## src/hw/pin_function_pkg.sv

```systemverilog
// package: register map, role codes and carriers for the pin function select
`default_nettype none
package pin_function_pkg;
  localparam int ADDR_W = 8;
  localparam int DATA_W = 8;
  localparam int CODE_W = 5;
  localparam int PINS = 4;
  localparam logic [7:0] PIN1_OFFSET = 8'h39;
  localparam logic [7:0] PIN2_OFFSET = 8'h3A;
  localparam logic [7:0] PIN3_OFFSET = 8'h3B;
  localparam logic [7:0] PIN4_OFFSET = 8'h3C;
  localparam logic [7:0] PIN1_RESET = 8'h10;
  localparam logic [7:0] PIN2_RESET = 8'h00;
  localparam logic [7:0] PIN3_RESET = 8'h00;
  localparam logic [7:0] PIN4_RESET = 8'h00;
  localparam logic [7:0] RESERVED_MASK = 8'h1F;
  localparam logic [4:0] CODE_PRIMARY = 5'h00;
  localparam logic [4:0] CODE_MUTE_IN0 = 5'h01;
  localparam logic [4:0] CODE_MUTE_IN1 = 5'h02;
  localparam logic [4:0] CODE_MUTE_IN2 = 5'h03;
  localparam logic [4:0] CODE_MUTE_IN3 = 5'h04;
  localparam logic [4:0] CODE_MUTE_IN01 = 5'h05;
  localparam logic [4:0] CODE_MUTE_IN23 = 5'h06;
  localparam logic [4:0] CODE_MUTE_INALL = 5'h07;
  localparam logic [4:0] CODE_MUTE_OUT0 = 5'h08;
  localparam logic [4:0] CODE_MUTE_OUT1 = 5'h09;
  localparam logic [4:0] CODE_MUTE_OUTALL = 5'h0A;
  localparam logic [4:0] CODE_BANK_AB = 5'h0B;
  localparam logic [4:0] CODE_RSVD_C = 5'h0C;
  localparam logic [4:0] CODE_RSVD_D = 5'h0D;
  localparam logic [4:0] CODE_COMPRESS = 5'h0E;
  localparam logic [4:0] CODE_DSP_BYPASS = 5'h0F;
  localparam logic [4:0] CODE_VOL_UP = 5'h10;
  localparam logic [4:0] CODE_VOL_DOWN = 5'h11;
  localparam logic [4:0] CODE_PDM_OUT = 5'h12;

  // control requests gathered from all pins
  typedef struct packed {
    logic [3:0] mute_input;
    logic [1:0] mute_output;
    logic bank_b;
    logic compress_en;
    logic dsp_bypass;
    logic vol_up;
    logic vol_down;
  } control_s;

  // signals the serial port and pulse density logic offer to the pads
  typedef struct packed {
    logic serial_out_line_0;
    logic pulse_density_out;
    logic bit_clock_out;
    logic bit_clock_drive;
    logic frame_clock_out;
    logic frame_clock_drive;
  } core_out_s;

  typedef struct packed {
    logic bit_clock_in;
    logic frame_clock_in;
    logic mic_data_in_01;
  } core_in_s;
endpackage
`default_nettype wire

```

## src/hw/multipurpose_pin_function_select.sv

```systemverilog
// top: four multipurpose pins, their role registers and control decode
// Notes on behaviour
// - pin 1 low five bits pick role
// - pin 1 code 10010 drives pulse density stream
// - pin 1 register resets to volume up
// - bank switch, compression, dsp bypass codes
// - codes 10000/10001 volume up/down buttons
// - pin 2 code zero is bit clock
// - pin 2 register resets to zero
// - pin 3 code zero is frame clock
// - pin 3 register resets to zero
// - pin 4 register resets to zero
// - pin 4 code zero is mic input
`default_nettype none
module multipurpose_pin_function_select (
  input wire logic sys_clk,
  input wire logic rst,
  input wire logic [7:0] reg_addr,
  input wire logic [7:0] reg_wdata,
  input wire logic reg_write,
  input wire logic reg_read,
  output logic [7:0] reg_rdata,
  input wire logic [3:0] pin_in,
  output logic [3:0] pin_out,
  output logic [3:0] pin_oe_n,
  input wire pin_function_pkg::core_out_s core_out,
  output pin_function_pkg::core_in_s core_in,
  output pin_function_pkg::control_s control
);
  logic [7:0] cfg [pin_function_pkg::PINS];
  logic [4:0] code [pin_function_pkg::PINS];
  logic [3:0] sync1;
  logic [3:0] sync2;
  logic [3:0] sync3;
  logic [3:0] level;
  logic [3:0] is_ctrl;
  logic [3:0] next_pin_out;
  logic [3:0] next_pin_oe_n;
  logic [7:0] next_rdata;
  pin_function_pkg::control_s next_control;
  pin_function_pkg::core_in_s next_core_in;
  int unsigned idx;

  always_comb begin
    idx = 0;
    case (reg_addr)
      pin_function_pkg::PIN1_OFFSET: idx = 0;
      pin_function_pkg::PIN2_OFFSET: idx = 1;
      pin_function_pkg::PIN3_OFFSET: idx = 2;
      pin_function_pkg::PIN4_OFFSET: idx = 3;
      default: idx = pin_function_pkg::PINS;
    endcase
  end

  // registers keep all eight bits so software reads back what it wrote
  always_ff @(posedge sys_clk) begin
    if (rst) begin
      cfg[0] <= pin_function_pkg::PIN1_RESET;
      cfg[1] <= pin_function_pkg::PIN2_RESET;
      cfg[2] <= pin_function_pkg::PIN3_RESET;
      cfg[3] <= pin_function_pkg::PIN4_RESET;
    end else if (reg_write && idx < pin_function_pkg::PINS) begin
      cfg[idx[1:0]] <= reg_wdata;
    end
  end

  always_comb begin
    next_rdata = 8'h00;
    if (reg_read && idx < pin_function_pkg::PINS) begin
      next_rdata = cfg[idx[1:0]];
    end
  end

  always_ff @(posedge sys_clk) begin
    if (rst) begin
      reg_rdata <= 8'h00;
    end else begin
      reg_rdata <= next_rdata;
    end
  end

  // upper bits ignored: a stray reserved bit cannot change the role
  always_comb begin
    for (int i = 0; i < pin_function_pkg::PINS; i++) begin
      code[i] = cfg[i][4:0] & pin_function_pkg::RESERVED_MASK[4:0];
    end
  end

  // three stages; change taken once stages two and three agree
  always_ff @(posedge sys_clk) begin
    if (rst) begin
      sync1 <= 4'h0;
      sync2 <= 4'h0;
      sync3 <= 4'h0;
      level <= 4'h0;
    end else begin
      sync1 <= pin_in;
      sync2 <= sync1;
      sync3 <= sync2;
      for (int i = 0; i < 4; i++) begin
        if (sync2[i] == sync3[i]) begin
          level[i] <= sync3[i];
        end
      end
    end
  end

  always_comb begin
    for (int i = 0; i < 4; i++) begin
      is_ctrl[i] = code[i] >= pin_function_pkg::CODE_MUTE_IN0 &&
                   code[i] <= pin_function_pkg::CODE_VOL_DOWN &&
                   code[i] != pin_function_pkg::CODE_RSVD_C &&
                   code[i] != pin_function_pkg::CODE_RSVD_D;
    end
  end

  // pad drive; unknown codes leave the pin undriven
  always_comb begin
    next_pin_out = 4'h0;
    next_pin_oe_n = 4'hF;
    if (code[0] == pin_function_pkg::CODE_PRIMARY) begin
      next_pin_out[0] = core_out.serial_out_line_0;
      next_pin_oe_n[0] = 1'b0;
    end else if (code[0] == pin_function_pkg::CODE_PDM_OUT) begin
      next_pin_out[0] = core_out.pulse_density_out;
      next_pin_oe_n[0] = 1'b0;
    end
    if (code[1] == pin_function_pkg::CODE_PRIMARY) begin
      next_pin_out[1] = core_out.bit_clock_out;
      next_pin_oe_n[1] = ~core_out.bit_clock_drive;
    end
    if (code[2] == pin_function_pkg::CODE_PRIMARY) begin
      next_pin_out[2] = core_out.frame_clock_out;
      next_pin_oe_n[2] = ~core_out.frame_clock_drive;
    end
    for (int i = 0; i < 4; i++) begin
      if (is_ctrl[i]) begin
        next_pin_oe_n[i] = 1'b1;
        next_pin_out[i] = 1'b0;
      end
    end
  end

  always_ff @(posedge sys_clk) begin
    if (rst) begin
      pin_out <= 4'h0;
      pin_oe_n <= 4'hF;
    end else begin
      pin_out <= next_pin_out;
      pin_oe_n <= next_pin_oe_n;
    end
  end

  // clock pins whatever their drive flag, and mic input, only in their primary role
  always_comb begin
    next_core_in = '0;
    if (code[1] == pin_function_pkg::CODE_PRIMARY) begin
      next_core_in.bit_clock_in = level[1];
    end
    if (code[2] == pin_function_pkg::CODE_PRIMARY) begin
      next_core_in.frame_clock_in = level[2];
    end
    if (code[3] == pin_function_pkg::CODE_PRIMARY) begin
      next_core_in.mic_data_in_01 = level[3];
    end
  end

  // several pins may share a control; their levels are or-ed
  always_comb begin
    next_control = '0;
    for (int i = 0; i < 4; i++) begin
      if (level[i]) begin
        case (code[i])
          pin_function_pkg::CODE_MUTE_IN0:
            next_control.mute_input[0] = 1'b1;
          pin_function_pkg::CODE_MUTE_IN1:
            next_control.mute_input[1] = 1'b1;
          pin_function_pkg::CODE_MUTE_IN2:
            next_control.mute_input[2] = 1'b1;
          pin_function_pkg::CODE_MUTE_IN3:
            next_control.mute_input[3] = 1'b1;
          pin_function_pkg::CODE_MUTE_IN01:
            next_control.mute_input[1:0] = 2'h3;
          pin_function_pkg::CODE_MUTE_IN23:
            next_control.mute_input[3:2] = 2'h3;
          pin_function_pkg::CODE_MUTE_INALL:
            next_control.mute_input = 4'hF;
          pin_function_pkg::CODE_MUTE_OUT0:
            next_control.mute_output[0] = 1'b1;
          pin_function_pkg::CODE_MUTE_OUT1:
            next_control.mute_output[1] = 1'b1;
          pin_function_pkg::CODE_MUTE_OUTALL:
            next_control.mute_output = 2'h3;
          pin_function_pkg::CODE_BANK_AB:
            next_control.bank_b = 1'b1;
          pin_function_pkg::CODE_COMPRESS:
            next_control.compress_en = 1'b1;
          pin_function_pkg::CODE_DSP_BYPASS:
            next_control.dsp_bypass = 1'b1;
          pin_function_pkg::CODE_VOL_UP:
            next_control.vol_up = 1'b1;
          pin_function_pkg::CODE_VOL_DOWN:
            next_control.vol_down = 1'b1;
          default: ;
        endcase
      end
    end
  end

  always_ff @(posedge sys_clk) begin
    if (rst) begin
      control <= '0;
      core_in <= '0;
    end else begin
      control <= next_control;
      core_in <= next_core_in;
    end
  end

  property p_pin1_reset;
    @(posedge sys_clk) $fell(rst) |->
      cfg[0] == pin_function_pkg::PIN1_RESET;
  endproperty
  a_pin1_reset: assert property (p_pin1_reset)
    else $error("pin 1 reset value wrong");

  property p_resets_zero;
    @(posedge sys_clk) $fell(rst) |->
      cfg[1] == pin_function_pkg::PIN2_RESET &&
      cfg[2] == pin_function_pkg::PIN3_RESET &&
      cfg[3] == pin_function_pkg::PIN4_RESET;
  endproperty
  a_resets_zero: assert property (p_resets_zero)
    else $error("pins 2 to 4 reset value wrong");

  property p_pdm_drive;
    @(posedge sys_clk) disable iff (rst)
      code[0] == pin_function_pkg::CODE_PDM_OUT |=> !pin_oe_n[0] &&
        pin_out[0] == $past(core_out.pulse_density_out);
  endproperty
  a_pdm_drive: assert property (p_pdm_drive)
    else $error("pdm stream not on pin 1");

  property p_serial_drive;
    @(posedge sys_clk) disable iff (rst)
      code[0] == pin_function_pkg::CODE_PRIMARY |=> !pin_oe_n[0] &&
        pin_out[0] == $past(core_out.serial_out_line_0);
  endproperty
  a_serial_drive: assert property (p_serial_drive)
    else $error("serial output not on pin 1");

  property p_ctrl_input;
    @(posedge sys_clk) disable iff (rst)
      code[1] == pin_function_pkg::CODE_VOL_UP |=> pin_oe_n[1];
  endproperty
  a_ctrl_input: assert property (p_ctrl_input)
    else $error("control pin driven");

  property p_vol_up;
    @(posedge sys_clk) disable iff (rst)
      code[0] == pin_function_pkg::CODE_VOL_UP && level[0] |=>
        control.vol_up;
  endproperty
  a_vol_up: assert property (p_vol_up)
    else $error("volume up not raised");

  property p_mute_all;
    @(posedge sys_clk) disable iff (rst)
      code[2] == pin_function_pkg::CODE_MUTE_INALL && level[2] |=>
        control.mute_input == 4'hF;
  endproperty
  a_mute_all: assert property (p_mute_all)
    else $error("mute all inputs missing");

  property p_mute_out;
    @(posedge sys_clk) disable iff (rst)
      code[3] == pin_function_pkg::CODE_MUTE_OUTALL && level[3] |=>
        control.mute_output == 2'h3;
  endproperty
  a_mute_out: assert property (p_mute_out)
    else $error("mute both outputs missing");

  property p_bypass;
    @(posedge sys_clk) disable iff (rst)
      code[1] == pin_function_pkg::CODE_DSP_BYPASS && level[1] |=>
        control.dsp_bypass;
  endproperty
  a_bypass: assert property (p_bypass)
    else $error("dsp bypass missing");

  property p_mic;
    @(posedge sys_clk) disable iff (rst)
      code[3] == pin_function_pkg::CODE_PRIMARY |=>
        core_in.mic_data_in_01 == $past(level[3]);
  endproperty
  a_mic: assert property (p_mic)
    else $error("mic data not forwarded");

  property p_frame;
    @(posedge sys_clk) disable iff (rst)
      code[2] == pin_function_pkg::CODE_PRIMARY |=>
        core_in.frame_clock_in == $past(level[2]);
  endproperty
  a_frame: assert property (p_frame)
    else $error("frame clock not forwarded");

  // clock pads follow the serial port's own drive flag, not the code alone
  property p_bit_clock_drive;
    @(posedge sys_clk) disable iff (rst)
      code[1] == pin_function_pkg::CODE_PRIMARY |=>
        pin_oe_n[1] != $past(core_out.bit_clock_drive) &&
        pin_out[1] == $past(core_out.bit_clock_out);
  endproperty
  a_bit_clock_drive: assert property (p_bit_clock_drive)
    else $error("bit clock pad wrong");

  property p_frame_drive;
    @(posedge sys_clk) disable iff (rst)
      code[2] == pin_function_pkg::CODE_PRIMARY |=>
        pin_oe_n[2] != $past(core_out.frame_clock_drive) &&
        pin_out[2] == $past(core_out.frame_clock_out);
  endproperty
  a_frame_drive: assert property (p_frame_drive)
    else $error("frame clock pad wrong");

  property p_bit_clock_in;
    @(posedge sys_clk) disable iff (rst)
      code[1] == pin_function_pkg::CODE_PRIMARY |=>
        core_in.bit_clock_in == $past(level[1]);
  endproperty
  a_bit_clock_in: assert property (p_bit_clock_in)
    else $error("bit clock not forwarded");

  property p_reserved_released;
    @(posedge sys_clk) disable iff (rst)
      code[1] == pin_function_pkg::CODE_RSVD_C ||
        code[1] == pin_function_pkg::CODE_RSVD_D |=> pin_oe_n[1];
  endproperty
  a_reserved_released: assert property (p_reserved_released)
    else $error("reserved code drives pin 2");

  property p_mute_in0;
    @(posedge sys_clk) disable iff (rst)
      code[3] == pin_function_pkg::CODE_MUTE_IN0 && level[3] |=>
        control.mute_input[0];
  endproperty
  a_mute_in0: assert property (p_mute_in0)
    else $error("mute input 0 missing");

  property p_compress;
    @(posedge sys_clk) disable iff (rst)
      code[3] == pin_function_pkg::CODE_COMPRESS && level[3] |=>
        control.compress_en;
  endproperty
  a_compress: assert property (p_compress)
    else $error("compression enable missing");

  property p_bank;
    @(posedge sys_clk) disable iff (rst)
      code[3] == pin_function_pkg::CODE_BANK_AB && level[3] |=>
        control.bank_b;
  endproperty
  a_bank: assert property (p_bank)
    else $error("bank switch missing");

  property p_vol_down;
    @(posedge sys_clk) disable iff (rst)
      code[3] == pin_function_pkg::CODE_VOL_DOWN && level[3] |=>
        control.vol_down;
  endproperty
  a_vol_down: assert property (p_vol_down)
    else $error("volume down not raised");
endmodule
`default_nettype wire

```

## config.mk

```make
export PLATFORM = sky130hd
export DESIGN_NAME = multipurpose_pin_function_select
export DESIGN_NICKNAME = d
export VERILOG_FILES = /design/src/hw/pin_function_pkg.sv /design/src/hw/multipurpose_pin_function_select.sv
export SDC_FILE = /design/constraint.sdc
export NUM_CORES = 1
export LEC_CHECK = 0
export BUFFER_PORTS_ARGS = -buffer_cell sky130_fd_sc_hd__buf_2
export CORE_MARGIN = 5
export CORE_UTILIZATION = 43
export DETAILED_ROUTE_END_ITERATION = 16
export SYNTH_ARGS = -nofsm -noshare
export SYNTH_HDL_FRONTEND = slang
export SYNTH_SLANG_ARGS = --single-unit
```

## constraint.sdc

```tcl
create_clock -name sys_clk -period 4.2 [get_ports sys_clk]
set_clock_uncertainty 0.2 [all_clocks]
set_input_delay 0.21 -clock sys_clk [delete_from_list [all_inputs] [get_ports sys_clk]]
set_output_delay 0.21 -clock sys_clk [all_outputs]
set_load 0.05 [all_outputs]
```

* Yosys cells after proc, flatten, opt, wreduce, memory -nomap -nowiden
Memory sizes are Yosys's and may differ from the RTL's. A register that Yosys moved wholly into a read port is not among the register bits.
Index checks and enable logic that the tools add are counted.
** Storage, ports and cells
- Memories :: 1
- Register bits :: 38
- Logic and storage cells :: 222
- Input bits :: 30
- Output and inout port bits :: 30
- Memory bits (writable) :: 32
** Memory list
- cfg :: words 4, bits a word 8, rd ports 5, clocked after memory_dff 1, wr ports 4, RTL line multipurpose_pin_function_select.sv:30 : logic [7:0] cfg [pin_function_pkg::PINS];
** Operators by class
- Multiplexer cells :: 61
- Bitwise operators :: 6
- Order comparisons :: 7
- Equal/unequal tests :: 75
- Reductions and logical operators :: 47
** Operator list (number)
- equality test 5 x 4 -> 1 bit (second input constant) :: 24
- equality test 5 x 3 -> 1 bit (second input constant) :: 16
- 2-to-1 mux 1 bit :: 54
- OR reduction 3 bit :: 18
- equality test 5 bit (second input constant) :: 9
- 2-to-1 mux 11 bit :: 4
- equality test 5 x 2 -> 1 bit (second input constant) :: 8
- equality test 8 x 6 -> 1 bit (second input constant) :: 4
- less-than comparator 32 x 3 -> 1 bit (second input constant) :: 1
- inequality test 5 x 4 -> 1 bit (second input constant) :: 6
- OR reduction 2 bit :: 13
- equality test 5 x 1 -> 1 bit (second input constant) :: 4
- zero test 5 bit :: 4
- >= comparator 5 x 1 -> 1 bit (second input constant) :: 3
- <= comparator 5 bit (second input constant) :: 3
- case mux 3 bit (4 select lines) :: 1
- logical AND 1 bit :: 11
- 2-to-1 mux 8 bit :: 1
- OR reduction 8 bit :: 1
- inverter 1 bit :: 6
- equality test 1 bit :: 4
- 2-to-1 mux 2 bit :: 1

* Logic depth before layout (Yosys ltp)
An unclocked memory read counts as a cell.
- Depth in word-level cells :: 11
- Depth in mapped cells :: 6
- Depth with buffers taken out :: 4

* Worst setup path after synthesis
OpenSTA, ideal clock, no wires.
- Path type :: input port to flip-flop
- Start :: in reg_addr[5]
- End :: mem cfg[0][0], enable pin
- Data required time :: 3690 ps
- Buffers on the path :: 0
- Stages :: 4
- Setup slack :: 2463 ps
- Library setup time :: 310 ps
- Arrival time :: 1227 ps
- Cell sequence :: nand3_1 nor3_1 nor4b_2 or2_2
** RTL lines
- start, declared :: RTL line multipurpose_pin_function_select.sv:18 : input wire logic [7:0] reg_addr,
- end, declared :: RTL line multipurpose_pin_function_select.sv:30

==> load_flow_metrics.sql <==
INSERT INTO impl_metrics (metric_group, metric, value, unit) VALUES
('route', 'route.detailed.vias_per_inst', '5.43', ''),
('sta', 'timing.final.hold_violations', '0', ''),
('route', 'drt_pass1_iterations', '4', ''),
('yosys', 'post_synth_inst_count', '325', ''),
('floorplan', 'start_util', '44.0', '%'),
('finish', 'instances_no_fill', '494', ''),
('sta', 'layout_min_cycle_time', '2120', 'ps'),
('cts', 'clock_pin_slew_of_the_registers_on_the_worst_case_setup_and_hold_paths', '80', 'ps'),
('global_routing', 'initial_antenna_violation_count', '0', ''),
('power', 'power.leakage', '0.00155', 'uW'),
('finish', 'finish.net_count', '417', ''),
('sta', 'timing.final.setup_violations', '0', ''),
('setup_path', 'highest_cell_delay_on_the_worst_timing_path', '560', 'ps'),
('placed_design', 'port_buffers', '57', ''),
('yosys', 'postSynth.asyncResetShare', '0', '%'),
('sta', 'max_freq', '472', 'MHz'),
('floorplan', 'floorplan.die.width', '98.7', 'um'),
('floorplan', 'die_area', '9740', 'um^2'),
('floorplan', 'die_y', '98.7', 'um'),
('setup_path', 'critPathKind', 'register to register', ''),
('finish', 'layout.cells.most_common', 'sky130_fd_sc_hd__buf_2', ''),
('route', 'routed_wirelength', '8200', 'um'),
('cts', 'source_to_sink_clock_delay_at_the_later_pin_of_the_worst_skew_pair', '350', 'ps'),
('route', 'wl_per_cell', '16.6', 'um'),
('sta', 'timing.final.max_slew_violations', '0', ''),
('power', 'pwr-share-seq', '57.4', '%'),
('power', 'clockPowerShare', '35.9', '%'),
('power', 'cellPowerDensity', '353', 'nW/um^2'),
('sta', 'worst_slew_pin_slew', '746', 'ps'),
('setup_path', 'critical_path.endpoint_type', 'register', ''),
('power', 'power_switching', '350', 'uW'),
('global_routing', 'grt_remaining_overflow', '0', ''),
('finish', 'area.growth.synth_to_final', '19.8', '%'),
('power', 'switching_share', '24.5', '%'),
('setup_path', 'cpMaxStageDelayCell', 'sky130_fd_sc_hd__edfxtp_1', ''),
('hold_path', 'worstHoldPathType', 'primary input to register', ''),
('yosys', 'ys_ff_latch', '76', ''),
('global_routing', 'grtUsageTotal', '17.4', '%'),
('floorplan', 'io_pins', '60', ''),
('setup_path', 'crit_path_max_fanout', '10', ''),
('cts', 'cts.htree.levels', '3', ''),
('yosys', 'synthesis.nets', '355', ''),
('yosys', 'synth-seq-area-share', '54.5', '%'),
('floorplan', 'standard_cell_core_area', '7690', 'um^2'),
('placed_design', 'detailed_place_hpwl', '5800', 'um'),
('floorplan', 'floorplan_row_count', '32', ''),
('finish', 'share_of_cells_above_drive_strength_1', '20.9', '%'),
('cts', 'cts.path.max_buffers', '2', ''),
('cts', 'cts_tree', 'done', ''),
('sta', 'slew-limit-headroom', '50.3', '%'),
('power', 'ir_drop', '0.192', 'mV'),
('power', 'share_comb_of_total_power', '6.7', '%'),
('global_routing', 'first_global_vias', '2578', ''),
('run_status', 'run_status', 'finished, final reports clean', ''),
('cts', 'ctsRootBufferMaster', 'sky130_fd_sc_hd__clkbuf_8', ''),
('global_routing', 'grt_pass1_wl', '13100', 'um'),
('yosys', 'yosys-top-cells-area', 'sky130_fd_sc_hd__edfxtp_1 28%, sky130_fd_sc_hd__dfxtp_1 26%, sky130_fd_sc_hd__and2_1 6.5%', ''),
('sta', 'setup-tns-final', '0', 'ps'),
('setup_path', 'start_kind', 'register', ''),
('placed_design', 'final_weighted_congestion_of_routability_driven_global_placement', '0.825', ''),
('cts', 'clock_sinks', '76', ''),
('setup_path', 'cp_num_buf_inv', '1', ''),
('route', 'route.detailed.drc', '0', ''),
('setup_path', 'worstPathRequired', '4290', 'ps'),
('yosys', 'ys_types', '46', ''),
('sta', 'grt_setup_unrepaired', 'no', ''),
('global_routing', 'maximum_number_of_pins_on_one_net_before_global_route_repair', '43', ''),
('yosys', 'syn_area_per_cell', '10.4', 'um^2'),
('yosys', 'synth_largest_area_cell', 'sky130_fd_sc_hd__edfxtp_1', ''),
('yosys', 'synth_ff_type', 'sky130_fd_sc_hd__dfxtp_1', ''),
('run', 'max-cap-violations', '0', '');
==> registers in the layout, summed over array words and instances, names as in the netlist <==
name and count:
pin_oe_n 3, sync3 4, cfg 32, level 4, core_in 3, sync1 4, reg_rdata 8, sync2 4
control 11, pin_out 3
==> cells by family (layout without fill, tap and decap cells) <==
logic type,Yosys count,count (layout),synth area share [%]
simple gates,156,156,27.3
flops,76,76,54.5
compound gates,52,52,11.3
buf+inv,27,94,3.33
mux,8,8,2.37
xor+xnor,4,4,1.04
other cells,2,2,0.222
==> synthesized netlist by cell type, drive strengths merged (4+ instances only) <==
library cell and n:
o21ai 4, clkbuf 19, a31oi 5, buf 5, a41oi 5, nand4 8
edfxtp 32, nor3b 7, nand2 16, o2bb2ai 8, nor2 25, nand4b 5
a22oi 11, nor2b 14, nand3 11, nor3 5, and2 35, nand2b 11
dfxtp 44, a21oi 9, mux2i 8
==> layer usage <==
metal  vias up  track usage (%)  wire (um)
met2        99             28.2       3850
met5         -                0          0
met3        18             3.61        477
li1       1297                -          -
met4         0             8.30        200
met1      1266             22.0       3660
==> worst paths after layout <==
kind / cells past startpoint / from / slack, ps / to
setup / recovery: 4 / cfg[0][0]$_SDFFCE_PN0P_ / 2080 / pin_out[0]$_SDFF_PP0_
hold / removal: 2 / reg_wdata[0] / 7 / cfg[3][0]$_DFFE_PP_
setup reg to reg: 4 / cfg[0][0]$_SDFFCE_PN0P_ / 2080 / pin_out[0]$_SDFF_PP0_
hold reg to reg: 1 / sync1[2]$_SDFF_PP0_ / 240 / sync2[2]$_SDFF_PP0_
==> stage by stage <==
stage	total power [uW]	setup WS, ps	util, %	hold slack, ps	cell area (um^2)
finish	1430	2080	52.7	7.11	4050
global route	1490	1950	52.7	17.7	4050
CTS	1440	2090	52.7	5.15	4050
detailed placement	922	2150	48.1	182	3700
global placement	921	2200	48.1	177	3700
floorplan	884	2460	-	71.9	3380
==> power groups by stage <==
stage | sequential (uW) | combinational (uW) | clock, uW
after floorplan | 816 | 68.0 | 0
after global placement | 838 | 83.0 | 0
after detailed placement | 838 | 83.6 | 0
after CTS | 821 | 95.3 | 522
after global routing | 825 | 105 | 555
final | 822 | 95.4 | 514
==> timing repair <==
item	in CTS	in global routing
endpoints found under the hold margin	28	0
hold buffers	17	0
gates resized for setup	0	0
==> final cells by class <==
type	count	area, um^2
flip-flops and latches	76	1840
multi-input cells	222	1430
clock inverters	4	23.8
well taps	102	128
inverters	3	11.3
clock buffers	12	156
fillers	727	3640
repair buffers	75	463
Power figures use the tool's default switching activity.
